$ cat src/hw/pattern_gear_pkg.sv
// Shared constants and types for the pattern register and gear-down block
package pattern_gear_pkg;

    // Data path shape
    localparam int unsigned DQ_W         = 16;
    localparam int unsigned ADDR_W       = 14;
    localparam int unsigned PATTERN_W    = 8;
    localparam int unsigned PATTERN_ALLW = 32;
    localparam int unsigned BURST_LAST   = 7;
    localparam int unsigned LAT_W        = 6;
    localparam int unsigned PIPE_DEPTH   = 40;

    // Command codes presented by the command decoder
    typedef enum logic [2:0] {
        CMD_DESELECT,
        CMD_NOP,
        CMD_MRS,
        CMD_READ,
        CMD_WRITE,
        CMD_REFRESH,
        CMD_SELF_REFRESH_EXIT
    } cmd_type;

    typedef enum logic [1:0] {
        WIDTH_X4,
        WIDTH_X8,
        WIDTH_X16
    } width_mode_type;

    // Mode register select ({bank_group[0], bank_addr}) and field positions
    localparam logic [2:0] MR_ZERO_SEL        = 3'h0;
    localparam logic [2:0] MR_THREE_SEL       = 3'h3;
    localparam logic [2:0] MR_FOUR_SEL        = 3'h4;
    localparam logic [2:0] MR_FIVE_SEL        = 3'h5;
    localparam int unsigned MR0_BL_LSB        = 0;
    localparam int unsigned MR3_PAGE_LSB      = 0;
    localparam int unsigned MR3_PATTERN_BIT   = 2;
    localparam int unsigned MR3_GEAR_BIT      = 3;
    localparam int unsigned MR4_ABORT_BIT     = 9;
    localparam int unsigned MR5_PL_LSB        = 0;
    localparam int unsigned OTF_BL8_BIT       = 12;
    localparam logic [1:0] BL_FIELD_BL8       = 2'h0;
    localparam logic [1:0] BL_FIELD_OTF       = 2'h1;
    localparam logic [1:0] BL_FIELD_BC4       = 2'h2;

    // Register map, byte addresses
    localparam logic [5:0] REG_CTRL_OFS       = 6'h00;
    localparam logic [5:0] REG_LATENCY_OFS    = 6'h04;
    localparam logic [5:0] REG_STATUS_OFS     = 6'h08;
    localparam logic [5:0] REG_PATTERN_OFS    = 6'h0c;
    localparam logic [5:0] REG_MODE_OFS       = 6'h10;

    // Reset values
    localparam width_mode_type CTRL_WIDTH_RESET = WIDTH_X16;
    localparam logic [4:0]  LATENCY_RESET     = 5'h0b;
    localparam logic [31:0] PATTERN_RESET     = 32'h0000_0000;

    // Gear-down timing, in clocks
    localparam logic [5:0] GEAR_COMMAND_SETTLE_CK = 6'h18;

endpackage : pattern_gear_pkg

$ cat src/hw/sdram_pattern_reg_and_geardown.sv
// Pattern register access and gear-down command logic with Avalon-MM registers
//
// Design decisions made here: the Avalon-MM register port and the register offsets.
`timescale 1ns/1ps
`default_nettype none

// Behaviour
// - Lane k shows location (n+k) mod 4
// - Back-to-back pattern reads stream without gaps
// - Upper nibble and x16 upper byte mirror lower
// - Mode three bit two redirects reads and writes
// - Burst chop returns beats 0-3, then undriven
// - Bank address bits pick location; others ignored
// - Parity latency adds to read data delay
// - Write stores address bits 7:0 as beats
// - Patterns kept until reinitialisation
// - Write location from bank bits; others ignored
// - Reset starts in half-rate sampling
// - Gear command then sync on even edge
// - Quarter rate begins fixed settle after sync
module sdram_pattern_reg_and_geardown (
    // Clock and reset
    input  wire logic                              clk,
    input  wire logic                              rstn,
    // Avalon-MM slave
    input  wire logic [5:0]                        avs_address,
    input  wire logic                              avs_read,
    input  wire logic                              avs_write,
    input  wire logic [31:0]                       avs_writedata,
    input  wire logic [3:0]                        avs_byteenable,
    output logic      [31:0]                       avs_readdata,
    output logic                                   avs_waitrequest,
    // Decoded command from the controller
    input  wire logic                              cmd_valid,
    input  wire pattern_gear_pkg::cmd_type         cmd_code,
    input  wire logic [1:0]                        bank_addr,
    input  wire logic [1:0]                        bank_group,
    input  wire logic [pattern_gear_pkg::ADDR_W-1:0] addr,
    input  wire logic                              sync_pulse,
    // Data lanes
    output logic      [pattern_gear_pkg::DQ_W-1:0] dq_out,
    output logic                                   dq_oe,
    // Status
    output logic                                   gear_2n
);
    import pattern_gear_pkg::*;

    function automatic logic [LAT_W-1:0] total_latency(input logic [4:0] lat,
                                                       input logic [2:0] pl);
        logic [LAT_W-1:0] sum;
        sum = LAT_W'(lat) + LAT_W'(pl);
        return (sum == '0) ? LAT_W'(1) : sum;
    endfunction

    // Mode state
    logic [1:0]     bl_field_reg;
    logic           pattern_en_reg;
    logic [1:0]     page_reg;
    logic           abort_exit_reg;
    logic [2:0]     parity_lat_reg;
    logic [31:0]    pattern_reg;
    width_mode_type width_reg;
    logic [4:0]     latency_reg;

    // Command decode
    logic           sample_en;
    logic [1:0]     gear_state;
    logic           cmd_take;
    logic [2:0]     mr_sel;
    logic           mrs_take;
    logic           read_take;
    logic           write_take;
    logic           read_chop;
    logic [LAT_W-1:0] read_lat;

    assign cmd_take   = cmd_valid && sample_en;
    assign mr_sel     = {bank_group[0], bank_addr};
    assign mrs_take   = cmd_take && (cmd_code == CMD_MRS);
    assign read_take  = cmd_take && (cmd_code == CMD_READ) && pattern_en_reg;
    assign write_take = cmd_take && (cmd_code == CMD_WRITE) && pattern_en_reg;
    // On the fly: A12 high asks for a full burst
    assign read_chop  = (bl_field_reg == BL_FIELD_BC4) ||
                        ((bl_field_reg == BL_FIELD_OTF) && !addr[OTF_BL8_BIT]);
    assign read_lat   = total_latency(latency_reg, parity_lat_reg);

    gear_down_ctrl u_gear (
        .clk          (clk),
        .rstn         (rstn),
        .gear_on_mrs  (mrs_take && (mr_sel == MR_THREE_SEL) && addr[MR3_GEAR_BIT]),
        .gear_off_mrs (mrs_take && (mr_sel == MR_THREE_SEL) && !addr[MR3_GEAR_BIT]),
        .sync_pulse   (sync_pulse),
        .sr_exit      (cmd_take && (cmd_code == CMD_SELF_REFRESH_EXIT)),
        .gear_2n      (gear_2n),
        .sample_en    (sample_en),
        .gear_state   (gear_state)
    );

    // Mode registers loaded by MRS
    always_ff @(posedge clk or negedge rstn) begin
        if (!rstn) begin
            bl_field_reg   <= BL_FIELD_BL8;
            pattern_en_reg <= 1'b0;
            page_reg       <= 2'h0;
            abort_exit_reg <= 1'b0;
            parity_lat_reg <= 3'h0;
        end else if (mrs_take) begin
            if (mr_sel == MR_ZERO_SEL) begin
                bl_field_reg <= addr[MR0_BL_LSB +: 2];
            end else if (mr_sel == MR_THREE_SEL) begin
                pattern_en_reg <= addr[MR3_PATTERN_BIT];
                page_reg       <= addr[MR3_PAGE_LSB +: 2];
            end else if (mr_sel == MR_FOUR_SEL) begin
                abort_exit_reg <= addr[MR4_ABORT_BIT];
            end else if (mr_sel == MR_FIVE_SEL) begin
                parity_lat_reg <= addr[MR5_PL_LSB +: 3];
            end
        end
    end

    // Pattern store survives everything but reset
    always_ff @(posedge clk or negedge rstn) begin
        if (!rstn) begin
            pattern_reg <= PATTERN_RESET;
        end else if (write_take) begin
            // Bank bits pick the slot; A10 and bank group ignored
            pattern_reg[{bank_addr, 3'b000} +: PATTERN_W] <= addr[PATTERN_W-1:0];
        end
    end

    // Read launch pipeline: one slot per clock of latency
    logic [PIPE_DEPTH-1:0] rd_vld_reg;
    logic [1:0]            rd_loc_reg  [PIPE_DEPTH];
    logic                  rd_chop_reg [PIPE_DEPTH];

    always_ff @(posedge clk or negedge rstn) begin
        if (!rstn) begin
            rd_vld_reg <= '0;
            for (int i = 0; i < PIPE_DEPTH; i++) begin
                rd_loc_reg[i]  <= 2'h0;
                rd_chop_reg[i] <= 1'b0;
            end
        end else begin
            for (int i = 0; i < PIPE_DEPTH - 1; i++) begin
                rd_vld_reg[i]  <= rd_vld_reg[i+1];
                rd_loc_reg[i]  <= rd_loc_reg[i+1];
                rd_chop_reg[i] <= rd_chop_reg[i+1];
            end
            rd_vld_reg[PIPE_DEPTH-1] <= 1'b0;
            if (read_take) begin
                rd_vld_reg[read_lat - LAT_W'(1)]  <= 1'b1;
                rd_loc_reg[read_lat - LAT_W'(1)]  <= bank_addr;
                rd_chop_reg[read_lat - LAT_W'(1)] <= read_chop;
            end
        end
    end

    // Burst sequencer; a new launch may follow beat 7 directly
    logic       out_active_reg;
    logic [2:0] out_beat_reg;
    logic [1:0] out_loc_reg;
    logic       out_chop_reg;

    always_ff @(posedge clk or negedge rstn) begin
        if (!rstn) begin
            out_active_reg <= 1'b0;
            out_beat_reg   <= 3'h0;
            out_loc_reg    <= 2'h0;
            out_chop_reg   <= 1'b0;
        end else if (rd_vld_reg[0]) begin
            out_active_reg <= 1'b1;
            out_beat_reg   <= 3'h0;
            out_loc_reg    <= rd_loc_reg[0];
            out_chop_reg   <= rd_chop_reg[0];
        end else if (out_active_reg) begin
            out_beat_reg <= out_beat_reg + 3'h1;
            if (out_beat_reg == 3'(BURST_LAST)) begin
                out_active_reg <= 1'b0;
            end
        end
    end

    logic [DQ_W-1:0] lane_data;

    pattern_lane_map u_lanes (
        .patterns   (pattern_reg),
        .loc        (out_loc_reg),
        .beat       (out_beat_reg),
        .width_mode (width_reg),
        .dq         (lane_data)
    );

    always_ff @(posedge clk or negedge rstn) begin
        if (!rstn) begin
            dq_out <= '0;
            dq_oe  <= 1'b0;
        end else begin
            dq_out <= lane_data;
            // Chopped bursts leave beats 4 to 7 undriven
            dq_oe  <= out_active_reg && !(out_chop_reg && out_beat_reg[2]);
        end
    end

    // Avalon slave: one wait cycle per access
    logic        ack_reg;
    logic [31:0] rdata_next;

    assign avs_waitrequest = (avs_read || avs_write) && !ack_reg;

    always_comb begin
        if (avs_address == REG_CTRL_OFS) begin
            rdata_next = {30'h0, width_reg};
        end else if (avs_address == REG_LATENCY_OFS) begin
            rdata_next = {27'h0, latency_reg};
        end else if (avs_address == REG_STATUS_OFS) begin
            rdata_next = {26'h0, abort_exit_reg, gear_state, gear_2n, out_active_reg,
                          pattern_en_reg};
        end else if (avs_address == REG_PATTERN_OFS) begin
            rdata_next = pattern_reg;
        end else if (avs_address == REG_MODE_OFS) begin
            rdata_next = {25'h0, parity_lat_reg, page_reg, bl_field_reg};
        end else begin
            rdata_next = 32'h0000_0000;
        end
    end

    always_ff @(posedge clk or negedge rstn) begin
        if (!rstn) begin
            ack_reg      <= 1'b0;
            avs_readdata <= 32'h0000_0000;
        end else begin
            ack_reg <= (avs_read || avs_write) && !ack_reg;
            if (avs_read && !ack_reg) begin
                avs_readdata <= rdata_next;
            end
        end
    end

    // Software steers lane width and base latency
    always_ff @(posedge clk or negedge rstn) begin
        if (!rstn) begin
            width_reg   <= CTRL_WIDTH_RESET;
            latency_reg <= LATENCY_RESET;
        end else if (avs_write && ack_reg && avs_byteenable[0]) begin
            if (avs_address == REG_CTRL_OFS) begin
                // Code 3 is not a width; keep the old one
                if (avs_writedata[1:0] != 2'h3) begin
                    width_reg <= width_mode_type'(avs_writedata[1:0]);
                end
            end else if (avs_address == REG_LATENCY_OFS) begin
                latency_reg <= avs_writedata[4:0];
            end
        end
    end

    // Helper tracking of a lone read for latency checks
    logic             trk_reg;
    logic [LAT_W:0]   trk_cnt_reg;
    logic [LAT_W-1:0] trk_lat_reg;
    logic [1:0]       trk_loc_reg;

    always_ff @(posedge clk or negedge rstn) begin
        if (!rstn) begin
            trk_reg     <= 1'b0;
            trk_cnt_reg <= '0;
            trk_lat_reg <= '0;
            trk_loc_reg <= 2'h0;
        end else if (read_take) begin
            trk_reg     <= !trk_reg && !(|rd_vld_reg);
            trk_cnt_reg <= '0;
            trk_lat_reg <= read_lat;
            trk_loc_reg <= bank_addr;
        end else if (rd_vld_reg[0]) begin
            trk_reg <= 1'b0;
        end else if (trk_reg) begin
            trk_cnt_reg <= trk_cnt_reg + (LAT_W+1)'(1);
        end
    end

    property p_read_latency;
        @(posedge clk) disable iff (!rstn)
        trk_reg && rd_vld_reg[0] |->
            (trk_cnt_reg + (LAT_W+1)'(1)) == {1'b0, trk_lat_reg} && rd_loc_reg[0] == trk_loc_reg;
    endproperty
    a_read_latency: assert property (p_read_latency)
        else $error("pattern read launched at wrong latency or location");

    property p_stagger;
        @(posedge clk) disable iff (!rstn)
        out_active_reg |=> dq_out[1] ==
            pattern_reg[{$past(out_loc_reg) + 2'h1, $past(out_beat_reg)}];
    endproperty
    a_stagger: assert property (p_stagger)
        else $error("lane one does not carry the next location");

    property p_mirror;
        @(posedge clk) disable iff (!rstn)
        dq_oe && width_reg != WIDTH_X4 |->
            dq_out[7:4] == dq_out[3:0] && (width_reg != WIDTH_X16 || dq_out[15:8] == dq_out[7:0]);
    endproperty
    a_mirror: assert property (p_mirror)
        else $error("upper lanes do not mirror lower lanes");

    property p_full_burst;
        @(posedge clk) disable iff (!rstn)
        $rose(out_active_reg) |-> out_active_reg [*8];
    endproperty
    a_full_burst: assert property (p_full_burst)
        else $error("burst shorter than eight beats");

    property p_back_to_back;
        @(posedge clk) disable iff (!rstn)
        out_active_reg && out_beat_reg == 3'h7 && rd_vld_reg[0] |=>
            out_active_reg && out_beat_reg == 3'h0;
    endproperty
    a_back_to_back: assert property (p_back_to_back)
        else $error("gap between consecutive pattern bursts");

    property p_chop;
        @(posedge clk) disable iff (!rstn)
        out_active_reg && out_chop_reg && out_beat_reg == 3'h4 |=> !dq_oe [*4];
    endproperty
    a_chop: assert property (p_chop)
        else $error("chopped burst drove beats four to seven");

    property p_write_store;
        @(posedge clk) disable iff (!rstn)
        write_take |=> pattern_reg[{$past(bank_addr), 3'b000} +: 8] == $past(addr[7:0]);
    endproperty
    a_write_store: assert property (p_write_store)
        else $error("pattern write stored wrong byte");

    property p_no_redirect;
        @(posedge clk) disable iff (!rstn)
        !pattern_en_reg && !(mrs_take && mr_sel == MR_THREE_SEL) |=> $stable(pattern_reg);
    endproperty
    a_no_redirect: assert property (p_no_redirect)
        else $error("pattern store changed outside pattern mode");

endmodule // sdram_pattern_reg_and_geardown
`default_nettype wire

$ cat src/hw/pattern_lane_map.sv
// Staggered lane mapping of the four pattern locations onto the data lanes
`timescale 1ns/1ps
`default_nettype none

module pattern_lane_map (
    // Pattern store and beat position
    input  wire logic [31:0]                     patterns,
    input  wire logic [1:0]                      loc,
    input  wire logic [2:0]                      beat,
    input  wire pattern_gear_pkg::width_mode_type width_mode,
    // Lane data
    output logic      [15:0]                     dq
);
    import pattern_gear_pkg::*;

    // Lane k of a nibble shows location (loc + k) mod 4
    function automatic logic lane_bit(input logic [31:0] p, input logic [1:0] l,
                                      input logic [1:0] k, input logic [2:0] b);
        logic [1:0] src;
        src = l + k;
        return p[{src, b}];
    endfunction

    logic [3:0] nib;

    always_comb begin
        for (int k = 0; k < 4; k++) begin
            nib[k] = lane_bit(patterns, loc, 2'(k), beat);
        end
        case (width_mode)
            WIDTH_X4: dq = {12'h000, nib};
            WIDTH_X8: dq = {8'h00, nib, nib};
            default:  dq = {nib, nib, nib, nib};
        endcase
    end

endmodule // pattern_lane_map
`default_nettype wire

$ cat src/hw/gear_down_ctrl.sv
// Half-rate to quarter-rate command sampling state machine
`timescale 1ns/1ps
`default_nettype none

module gear_down_ctrl (
    // Clock and reset
    input  wire logic       clk,
    input  wire logic       rstn,
    // Events from the command decoder
    input  wire logic       gear_on_mrs,
    input  wire logic       gear_off_mrs,
    input  wire logic       sync_pulse,
    input  wire logic       sr_exit,
    // Sampling control
    output logic            gear_2n,
    output logic            sample_en,
    output logic [1:0]      gear_state
);
    import pattern_gear_pkg::*;

    typedef enum logic [1:0] {GEAR_1N, GEAR_AWAIT_SYNC, GEAR_SETTLE, GEAR_2N} gear_type;

    gear_type   state_reg;
    logic [5:0] cnt_reg;
    logic       phase_reg;
    logic       sync_take;

    // Sync counts only on an even clock from the gear MRS
    assign sync_take  = (state_reg == GEAR_AWAIT_SYNC) && sync_pulse && !cnt_reg[0];
    assign gear_2n    = (state_reg == GEAR_2N);
    assign sample_en  = !gear_2n || !phase_reg;
    assign gear_state = state_reg;

    always_ff @(posedge clk or negedge rstn) begin
        if (!rstn) begin
            state_reg <= GEAR_1N;
            cnt_reg   <= 6'h00;
        end else if (gear_off_mrs) begin
            state_reg <= GEAR_1N;
            cnt_reg   <= 6'h00;
        end else begin
            case (state_reg)
                GEAR_1N: begin
                    cnt_reg <= 6'h01;
                    if (gear_on_mrs) begin
                        state_reg <= GEAR_AWAIT_SYNC;
                    end
                end
                GEAR_AWAIT_SYNC: begin
                    cnt_reg <= cnt_reg + 6'h01;
                    if (sync_take) begin
                        state_reg <= GEAR_SETTLE;
                        cnt_reg   <= 6'h01;
                    end
                end
                GEAR_SETTLE: begin
                    cnt_reg <= cnt_reg + 6'h01;
                    if (cnt_reg == GEAR_COMMAND_SETTLE_CK) begin
                        state_reg <= GEAR_2N;
                    end
                end
                default: begin
                    // Quarter rate must be re-synced after self refresh
                    if (sr_exit) begin
                        state_reg <= GEAR_1N;
                    end
                end
            endcase
        end
    end

    // Command phase restarts on the sync edge
    always_ff @(posedge clk or negedge rstn) begin
        if (!rstn) begin
            phase_reg <= 1'b0;
        end else if (sync_take) begin
            phase_reg <= 1'b0;
        end else begin
            phase_reg <= !phase_reg;
        end
    end

    logic [6:0] since_sync_reg;
    always_ff @(posedge clk or negedge rstn) begin
        if (!rstn) begin
            since_sync_reg <= 7'h7f;
        end else if (sync_take) begin
            since_sync_reg <= 7'h00;
        end else if (since_sync_reg != 7'h7f) begin
            since_sync_reg <= since_sync_reg + 7'h01;
        end
    end

    property p_settle_time;
        @(posedge clk) disable iff (!rstn)
        $rose(gear_2n) |-> since_sync_reg == 7'(GEAR_COMMAND_SETTLE_CK);
    endproperty
    a_settle_time: assert property (p_settle_time)
        else $error("quarter rate began at wrong settle count");

    property p_no_sync_no_2n;
        @(posedge clk) disable iff (!rstn)
        (state_reg == GEAR_1N) && sync_pulse && !gear_on_mrs |=> !gear_2n [*2];
    endproperty
    a_no_sync_no_2n: assert property (p_no_sync_no_2n)
        else $error("sync without gear command changed rate");

endmodule // gear_down_ctrl
`default_nettype wire

$ cat config.mk
export PLATFORM = sky130hd
export DESIGN_NAME = sdram_pattern_reg_and_geardown
export DESIGN_NICKNAME = d
export VERILOG_FILES = /design/src/hw/pattern_gear_pkg.sv /design/src/hw/sdram_pattern_reg_and_geardown.sv /design/src/hw/pattern_lane_map.sv /design/src/hw/gear_down_ctrl.sv
export SDC_FILE = /design/constraint.sdc
export NUM_CORES = 1
export LEC_CHECK = 0
export BUFFER_PORTS_ARGS = -buffer_cell sky130_fd_sc_hd__clkbuf_2
export CAP_MARGIN = 20
export CORE_MARGIN = 5
export CORE_UTILIZATION = 59
export CTS_CLUSTER_SIZE = 16
export DETAILED_ROUTE_END_ITERATION = 8
export GPL_ROUTABILITY_DRIVEN = 0
export PLACE_DENSITY_LB_ADDON = 0.12
export SLEW_MARGIN = 20
export SYNTH_ARGS = -nofsm -noshare
export SYNTH_HDL_FRONTEND = slang
export SYNTH_SLANG_ARGS = --single-unit
$ cat constraint.sdc
create_clock -name clk -period 5.5 [get_ports clk]
set_input_delay 1.1 -clock clk [delete_from_list [all_inputs] [get_ports clk]]
set_output_delay 1.1 -clock clk [all_outputs]
set_load 0.01 [all_outputs]
==> results of run 1 <==
final timing paths:
check	startpoint	endpoint	slack [ps]	depth (start not counted)
max in group asynchronous	rstn	rd_loc_reg[4]	3510	2
setup reg to reg	latency_reg[0]	rd_loc_reg[62]	870	14
hold reg to reg	u_gear.phase_reg	u_gear.phase_reg	430	1
setup / recovery	latency_reg[0]	rd_loc_reg[62]	870	14
hold / removal	u_gear.phase_reg	u_gear.phase_reg	430	1
min in group asynchronous	rstn	avs_readdata[13]	650	1
routing by layer:
layer  part of all wire [%]  vias up  global-route usage, %
li1                       -     3641                      -
met1                     46     3818                   32.6
met2                     45      206                   32.5
met3                    6.0       30                   4.10
met4                    2.0        0                   5.14
met5                      0        -                      0
Yosys cell counts (3+ instances only):
cell / n / area, um2
nor4_1: 4 / 25.0
nand2b_1: 35 / 219
clkbuf_1: 38 / 143
dfstp_2: 4 / 105
and3b_1: 3 / 26.3
mux2i_1: 17 / 170
nand4_1: 8 / 50.1
mux2_2: 134 / 1510
nor3_4: 4 / 65.1
o21ai_0: 75 / 375
nand2_1: 168 / 631
dfrtp_1: 266 / 6660
a21oi_1: 14 / 70.1
buf_2: 4 / 20.0
buf_4: 7 / 52.6
a221oi_1: 3 / 26.3
o211ai_1: 8 / 60.1
or2_2: 13 / 81.3
nor2_1: 46 / 173
nor2_4: 4 / 45.0
o22ai_1: 5 / 31.3
and2_1: 3 / 18.8
mux4_2: 12 / 270
nand3_1: 8 / 40.0
nor2b_1: 10 / 62.6
inv_1: 21 / 78.8
xor2_1: 5 / 43.8
nor3_1: 9 / 45.0
and3_1: 6 / 37.5
a31oi_1: 6 / 37.5
nor3b_1: 4 / 30.0
ha_1: 19 / 238
xnor2_1: 3 / 26.3
a211o_1: 3 / 26.3
final cells by class:
type	instances	share of cell area, %
well taps	270	2.50
flip-flops and latches	270	50.0
clock buffers	39	6.09
inverters	21	0.583
clock inverters	13	1.30
multi-input cells	673	36.0
repair buffers	88	3.50
worst register-to-register path, delay by kind of cell, from the launching register on:
kind / cells / cell delay, ps
flops: 1 / 560
compound gates: 3 / 650
fa+ha+maj: 3 / 1140
buf+inv: 2 / 150
mux: 1 / 320
simple gates: 4 / 1270
xor+xnor: 1 / 430
cells by family (layout without fill, tap and decap cells):
family          Yosys count  count (layout)  synth area share [%]
simple gates            344             344                  14.3
compound gates          136             136                  6.97
fa+ha+maj                20              20                  2.17
mux                     163             163                  16.4
xor+xnor                 10              10                 0.862
flops                   270             270                  56.8
buf+inv                  70             161                  2.47
report_power, final:
| group | total, mW | internal [mW] | leakage [nW] | switching [mW] |
|---|---|---|---|---|
| Sequential | 2.13 | 2.05 | 3.73 | 0.0872 |
| Combinational | 0.586 | 0.213 | 2.44 | 0.373 |
| Clock | 2.00 | 1.23 | 0.486 | 0.769 |
| Total | 4.72 | 3.49 | 6.66 | 1.23 |
==> reports/results.tsv, run 1 <==
stage	metric	value	unit
timing	Setup Skew	10.3	ps
floorplanning	total core area	0.0200	mm2
place	pre-CTS WS	940	ps
cells_and_area	layout net count	1171	
timing	Max Transition Viols Final	0	
synthesis	Avg Inst Size Synth	11.7	um2
global_route	GRT Residual Overflow	0	
cts	CTS Root Buffer Type	clkbuf_16	
route	drt total wl	24.5	mm
cells_and_area	# fillers	1566	
cells_and_area	most common cell after layout, fill and taps aside	dfrtp_1	
cells_and_area	max FFs per register	80	
setup_path	crit start category	flop	
setup_path	CP Buf/Inv Count	2	
timing	f_max	216	MHz
synthesis	share of synthesized registers carrying an async set or reset	100	%
timing	unrepaired setup endpoints after global routing	false	
place	Buffers on Ports	84	
timing	final hold viol count	0	
synthesis	Top FF cell, synth	dfrtp_1	
power_and_ir_drop	Power Density	349	mW/mm2
timing	Slew @ Worst Pin	983	ps
route	number of iterations in the first detailed-routing pass	5	
floorplanning	Initial Util	59.4	%
synthesis	Yosys reg bits	270	
route	routed len/inst	17.8	um
cells_and_area	share of layout cells above drive strength 1	29.1	%
power_and_ir_drop	Max IR drop VDD	0.000284	V
power_and_ir_drop	Tot Pwr	4.72	mW
timing	Worst Slack Setup Final	868	ps
cts	setup bufs post-CTS	0	
cells_and_area	Util after Layout	67.5	%
floorplanning	die width	152	um
setup_path	Critical-path top delay cell	fa_1	
place	post-placement cell area	0.0125	mm2
cells_and_area	multi-input logic area	0.00487	mm2
setup_path	crit path DAT	5050	ps
synthesis	Syn Inst Count	1013	
synthesis	Synth cell types	70	
global_route	initial antenna violation count	0	
floorplanning	die height	152	um
cts	later-pin clock latency in the skew report	540	ps
min_path	Hold WC Path Type	reg2reg	
route	initial DRC count	503	
setup_path	Cell Chain, Critical Path	ha_1 -> inv_1 -> fa_1 -> xor2_2 -> and3_1 -> a21o_1 -> inv_1 -> ha_1 -> or3b_2 -> nor4_1 -> o21ai_0 -> o22ai_2 -> nand2_1 -> mux2_2	
cells_and_area	number of diodes	0	
flow_run	max_cap viols	0	
power_and_ir_drop	leakage	6.66	nW
cts	Sink Count	270	
timing	Setup TNS	0	ps
setup_path	kind of cell adding the most delay to the critical path	simple AND/OR/NAND/NOR gates	
global_route	largest net degree at the start of global routing	123	
place	DP HPWL	16.6	mm
cts	clk buf depth	3	
global_route	Total Routing Usage GR	21.5	%
place	placed cells	1322	
cts	TritonCTS clock tree	done	
setup_path	CP max FO	12	
cells_and_area	Finished Cell Area	0.0135	mm2
setup_path	CP max stage delay	580	ps
cells_and_area	Final Instance Count excl. Fillers	1374	
cells_and_area	Storage cell area	0.00676	mm2
route	Antenna Nets Post-Route	0	
setup_path	crit end category	flop	
synthesis	Seq/Total Area, Yosys	56.8	%
cts	post_cts resized	0	
route	total number of vias	7695	
cts	Worst-path clk slew	60	ps
floorplanning	Ports	120	
timing	tightest hold margin	428	ps
cts	# H-tree levels	1	
synthesis	Post-synth EDFFs	0	
timing	minimum clock period	4630	ps
synthesis	synthesized area	0.0119	mm2
cts	Hold Buf Count CTS	0	
floorplanning	die area	0.0231	mm2
timing	final setup violation count	0	
cells_and_area	most frequent cells in the layout	266 x dfrtp_1, 168 x nand2_1, 134 x mux2_2, 83 x clkbuf_2, 75 x o21ai_0	
timing	Slew headroom	33.1	%
synthesis	Synth Net Count	1102	
cts	CTS Buf Count	28	
global_route	vias in the first global route	7612	
run_status	status	completed	
route	DRC	0	
global_route	first-pass GRT wire length	41.0	mm
cells_and_area	P&R area growth vs syn	13.6	%
route	DR vias/cell	5.60	
floorplanning	row count	52	
timing	Final Cycle Share	84.2	%
setup_path	WS Path Type	reg2reg	
setup_path	CP required	5910	ps
synthesis	Syn. warnings	0	
Power figures use the tool's default switching activity.
==> run 2: changes to the inputs <==
==> constraint.sdc (replaced) <==
create_clock -name clk -period 4.4 [get_ports clk]
set_input_delay 0.88 -clock clk [delete_from_list [all_inputs] [get_ports clk]]
set_output_delay 0.88 -clock clk [all_outputs]
set_load 0.01 [all_outputs]
==> run 2 against run 1 <==
Against the previous run:
- cell area increased by 0.55%
- power increased by 24%
- clock power increased by 21%
- register-to-register slack got worse by 590 ps
- sequential power increased by 25%
- largest power group unchanged
- wire length decreased by 2.2%
- largest cell class unchanged
- cell count increased by 0.73%
- critical path type unchanged
==> reports/results.tsv, run 2 (same netlist as run 1, synthesis figures left out) <==
stage	metric	value	unit
timing	Slew @ Worst Pin	1010	ps
power_and_ir_drop	Max IR drop VDD	0.000334	V
cells_and_area	share of layout cells above drive strength 1	29.7	%
cts	TritonCTS clock tree	done	
power_and_ir_drop	switching share of power	25.9	%
power_and_ir_drop	Power Density	430	mW/mm2
global_route	met3 Use GR	3.75	%
timing	minimum clock period	4130	ps
timing	Max Transition Viols Final	0	
setup_path	CP required	4810	ps
floorplanning	total core area	0.0200	mm2
cts	# H-tree levels	1	
floorplanning	die height	152	um
global_route	Total Routing Usage GR	21.1	%
route	DRC	0	
cells_and_area	Storage cell area	0.00676	mm2
cells_and_area	max FFs per register	80	
power_and_ir_drop	Clock power frac	41.5	%
setup_path	WS Path Type	reg2reg	
cells_and_area	Finished Cell Area	0.0136	mm2
route	routed len/inst	17.3	um
global_route	vias in the first global route	7687	
cells_and_area	# fillers	1543	
route	Antenna Nets Post-Route	0	
min_path	Hold WC Path Type	in2async	
route	drt total wl	24.0	mm
route	number of iterations in the first detailed-routing pass	5	
route	initial DRC count	514	
cells_and_area	most common cell after layout, fill and taps aside	dfrtp_1	
cts	Worst-path clk slew	60	ps
place	post-placement cell area	0.0126	mm2
route	DR vias/cell	5.61	
timing	Setup TNS	0	ps
global_route	met2 usage	32.1	%
place	Buffers on Ports	84	
power_and_ir_drop	Switch Pwr	1.51	mW
cells_and_area	P&R area growth vs syn	14.2	%
global_route	largest net degree at the start of global routing	108	
place	pre-CTS WS	267	ps
setup_path	crit path DAT	4540	ps
timing	Slew headroom	31.2	%
cells_and_area	multi-input logic area	0.00488	mm2
power_and_ir_drop	Reg power frac	45.6	%
global_route	GRT Residual Overflow	0	
floorplanning	die area	0.0231	mm2
floorplanning	Initial Util	59.4	%
power_and_ir_drop	leakage	6.71	nW
place	DP HPWL	16.5	mm
cts	CTS Root Buffer Type	clkbuf_16	
setup_path	crit start category	flop	
flow_run	max_cap viols	0	
run_status	status	completed	
timing	Worst Slack Setup Final	273	ps
cells_and_area	number of diodes	0	
floorplanning	die width	152	um
power_and_ir_drop	power share of the combinational group	12.9	%
setup_path	crit end category	flop	
global_route	GR peak layer	met1	
floorplanning	row count	52	
route	total number of vias	7766	
global_route	first-pass GRT wire length	40.5	mm
cts	later-pin clock latency in the skew report	530	ps
timing	Setup Skew	6.64	ps
cts	Sink Count	270	
timing	f_max	242	MHz
power_and_ir_drop	Tot Pwr	5.85	mW
cts	clk buf depth	3	
global_route	initial antenna violation count	0	
cts	CTS Buf Count	28	
setup_path	CP max FO	7	
global_route	met1 Usage GRT	32.2	%
timing	Final Cycle Share	93.8	%
cts	Hold Buf Count CTS	0	
timing	unrepaired setup endpoints after global routing	false	
timing	final hold viol count	0	
power_and_ir_drop	internal cell power	4.33	mW
cells_and_area	layout net count	1181	
timing	final setup violation count	0	
floorplanning	Ports	120	
cells_and_area	most frequent cells in the layout	266 x dfrtp_1, 168 x nand2_1, 134 x mux2_2, 83 x clkbuf_2, 75 x o21ai_0	
-- run 2: cell count changes in the layout (fill, tap and decap cells not counted), sizes merged --
cell / change
inv: +1
bufinv: -2
buf: +10
clkinv: -1
clkbuf: +5
clkinvlp: -3
-- run 2: what timing repair did --
action / in CTS / in global routing
setup endpoints to repair: 0 / 12
setup buffers: 0 / 0
resized for setup: 0 / 2
-- run 2: critical path, stage by stage (launching register included) --
cell	delay, ps
dfstp_2	540
ha_1	210
inv_1	70
fa_1	420
xor2_2	190
and3_1	180
a21o_1	170
inv_1	70
ha_1	300
or3b_2	530
a211o_1	240
a211o_1	320
o221a_2	210
nor2_4	200
mux2_2	360
-- run 2: through the flow --
step / std cells / hold slack [ps] / util, %
after floorplan: 1013 / 394 / -
after detailed placement: 1332 / 415 / 62.9
after global routing: 1384 / 437 / 67.9
final: 1384 / 391 / 67.9
after global placement: 1332 / 409 / 62.9
after CTS: 1384 / 423 / 67.8
-- run 2: power by group through the flow --
stage / Clock (mW) / Sequential (mW) / Combinational (mW)
final: 2.42 / 2.67 / 0.754
after global routing: 2.58 / 2.68 / 0.852
after CTS: 2.47 / 2.67 / 0.757
after detailed placement: 0 / 2.71 / 0.750
after global placement: 0 / 2.71 / 0.741
after floorplan: 0 / 2.65 / 0.561
-- run 2: path summary, 6_finish.rpt --
check | startpoint | end | slack [ps] | cells after the start
max reg2reg | latency_reg[0] | rd_loc_reg[30] | 270 | 14
min in group clk | rd_vld_reg[22] | rd_vld_reg[21] | 420 | 1
min reg2reg | rd_vld_reg[22] | rd_vld_reg[21] | 420 | 1
min | rstn | pattern_reg[14] | 390 | 1
max | latency_reg[0] | rd_loc_reg[30] | 270 | 14
max in group asynchronous | rstn | rd_loc_reg[37] | 3070 | 2
-- run 2: final cells by class --
type / instances / area share, %
well taps: 270 / 2.48
repair buffers: 98 / 4.12
clock inverters: 8 / 0.718
multi-input cells: 673 / 35.9
flip-flops and latches: 270 / 49.7
inverters: 21 / 0.580
clock buffers: 44 / 6.49
-- run 2: per-layer routing --
layer | routed length (um) | vias to the layer above
met2 | 10800 | 213
met4 | 427 | 0
met3 | 1540 | 46
met5 | 0 | -
li1 | - | 3672
met1 | 11200 | 3835
==> run 3: changes to the inputs <==
--- a/config.mk
+++ b/config.mk
@@ -13,6 +13,7 @@
 export DETAILED_ROUTE_END_ITERATION = 8
 export GPL_ROUTABILITY_DRIVEN = 0
 export PLACE_DENSITY_LB_ADDON = 0.12
+export SETUP_SLACK_MARGIN = 0.5
 export SLEW_MARGIN = 20
 export SYNTH_ARGS = -nofsm -noshare
 export SYNTH_HDL_FRONTEND = slang
==> run 3 against run 2 <==
Against the previous run:
- register-to-register slack better by 320 ps
- sequential share of layout area decreased by 0.53 points
- non-clock buffer count rose by 7
- wire length is 2.8% higher
- critical path type unchanged
- first-iteration DRC count increased by 6.2%
- largest cell class unchanged
- largest power group unchanged
==> reports/results.tsv, run 3 (same netlist as run 1, synthesis figures left out) <==
stage	metric	value	unit
power_and_ir_drop	switching share of power	26.7	%
floorplanning	die area	0.0231	mm2
cts	clk buf depth	3	
setup_path	Cell Chain, Critical Path	ha_4 -> inv_1 -> fa_2 -> xor2_2 -> and3_1 -> a21o_1 -> inv_1 -> ha_4 -> or3b_2 -> a211o_1 -> a211o_1 -> o221a_4 -> nor2_4 -> mux2_2	
floorplanning	die width	152	um
route	routed len/inst	17.7	um
cells_and_area	Util after Layout	68.6	%
route	number of iterations in the first detailed-routing pass	5	
route	DRC	0	
setup_path	kind of cell adding the most delay to the critical path	compound AO/OA/AOI/OAI gates	
cells_and_area	max FFs per register	80	
cells_and_area	most common cell after layout, fill and taps aside	dfrtp_1	
timing	minimum clock period	3810	ps
cts	Sink Count	270	
timing	Max Transition Viols Final	0	
route	DR vias/cell	5.64	
flow_run	max_cap viols	0	
power_and_ir_drop	power share of the combinational group	14.1	%
power_and_ir_drop	Tot Pwr	5.90	mW
power_and_ir_drop	Max IR drop VDD	0.000345	V
timing	final hold viol count	0	
global_route	GRT Residual Overflow	0	
floorplanning	Initial Util	59.4	%
global_route	largest net degree at the start of global routing	93	
setup_path	CP Buf/Inv Count	2	
power_and_ir_drop	Power Density	430	mW/mm2
place	Buffers on Ports	84	
cells_and_area	P&R area growth vs syn	15.5	%
timing	Setup Skew	16.8	ps
place	DP HPWL	16.8	mm
route	initial DRC count	546	
cts	Hold Buf Count CTS	0	
setup_path	WS Path Type	reg2reg	
floorplanning	die height	152	um
setup_path	crit start category	flop	
min_path	Hold WC Path Type	in2async	
route	Antenna Nets Post-Route	0	
timing	Slew headroom	31.2	%
route	drt total wl	24.6	mm
cells_and_area	number of diodes	0	
setup_path	crit path DAT	4210	ps
cts	CTS Root Buffer Type	clkbuf_16	
timing	Final Cycle Share	86.5	%
power_and_ir_drop	internal cell power	4.33	mW
cts	Worst-path clk slew	70	ps
timing	final setup violation count	0	
setup_path	Critical-path top delay cell	dfstp_2	
global_route	initial antenna violation count	0	
power_and_ir_drop	leakage	6.76	nW
power_and_ir_drop	Reg power frac	45.1	%
floorplanning	Ports	120	
global_route	first-pass GRT wire length	41.1	mm
timing	Slew @ Worst Pin	1010	ps
power_and_ir_drop	Switch Pwr	1.58	mW
floorplanning	total core area	0.0200	mm2
route	total number of vias	7846	
run_status	status	completed	
cells_and_area	layout net count	1189	
setup_path	CP max FO	7	
setup_path	crit end category	flop	
cts	CTS Buf Count	29	
timing	Setup TNS	0	ps
cts	# H-tree levels	1	
timing	f_max	263	MHz
global_route	Total Routing Usage GR	21.2	%
cts	later-pin clock latency in the skew report	530	ps
floorplanning	row count	52	
power_and_ir_drop	Clock power frac	40.7	%
setup_path	CP max stage delay	570	ps
cells_and_area	most frequent cells in the layout	266 x dfrtp_1, 164 x nand2_1, 134 x mux2_2, 83 x clkbuf_2, 74 x o21ai_0	
global_route	vias in the first global route	7703	
cts	TritonCTS clock tree	done	
setup_path	CP required	4810	ps
timing	unrepaired setup endpoints after global routing	false	
cells_and_area	share of layout cells above drive strength 1	31.8	%
## run 3: cell types whose count changed in the layout (fill, tap and decap cells not counted), sizes merged
cell      change
buf           +7
clkbuf        -5
clkinv        +5
clkinvlp      +2
inv           -2
## run 3: area by class of cell
type | count | area (um2)
clock buffer | 39 | 833
clock inverter | 13 | 129
fill | 1518 | 6290
inverter | 21 | 82.6
multi-input combinational | 673 | 4990
sequential | 270 | 6760
tap | 270 | 338
timing repair buffer | 105 | 613
## run 3: power groups by stage
stage / combinational (mW) / clock [mW] / sequential [mW]
final: 0.834 / 2.40 / 2.66
after global routing: 0.931 / 2.55 / 2.68
after CTS: 0.773 / 2.45 / 2.66
after detailed placement: 0.756 / 0 / 2.71
after global placement: 0.745 / 0 / 2.71
after floorplan: 0.561 / 0 / 2.65
## run 3: per-stage QoR
stage,worst slack (ps),area [um2],instances,hold WS (ps)
CTS,511,13600,1386,392
finish,594,13700,1391,375
detailed placement,361,12600,1333,414
floorplan,506,11900,1013,394
global route,494,13700,1391,421
global placement,391,12600,1333,408
## run 3: what timing repair did
action,in CTS,in global routing
setup buffers,1,5
resized for setup,4,21
pin swaps,3,8
endpoints found under the setup margin,81,103
## run 3: final timing paths
check | start | to | slack (ps) | cells past startpoint
hold / removal | rstn | avs_readdata[23] | 380 | 1
setup / recovery | latency_reg[0] | rd_loc_reg[26] | 590 | 14
min in group clk | rd_vld_reg[13] | rd_vld_reg[12] | 420 | 1
max in group asynchronous | rstn | rd_chop_reg[18] | 3090 | 2
setup reg to reg | latency_reg[0] | rd_loc_reg[26] | 590 | 14
hold reg to reg | rd_vld_reg[13] | rd_vld_reg[12] | 420 | 1
## run 3: metal layers
layer / GRT usage [%] / part of all wire [%]
met1: 32.8 / 47
met2: 31.9 / 45
met3: 3.78 / 6.0
met4: 4.75 / 2.3
met5: 0 / 0
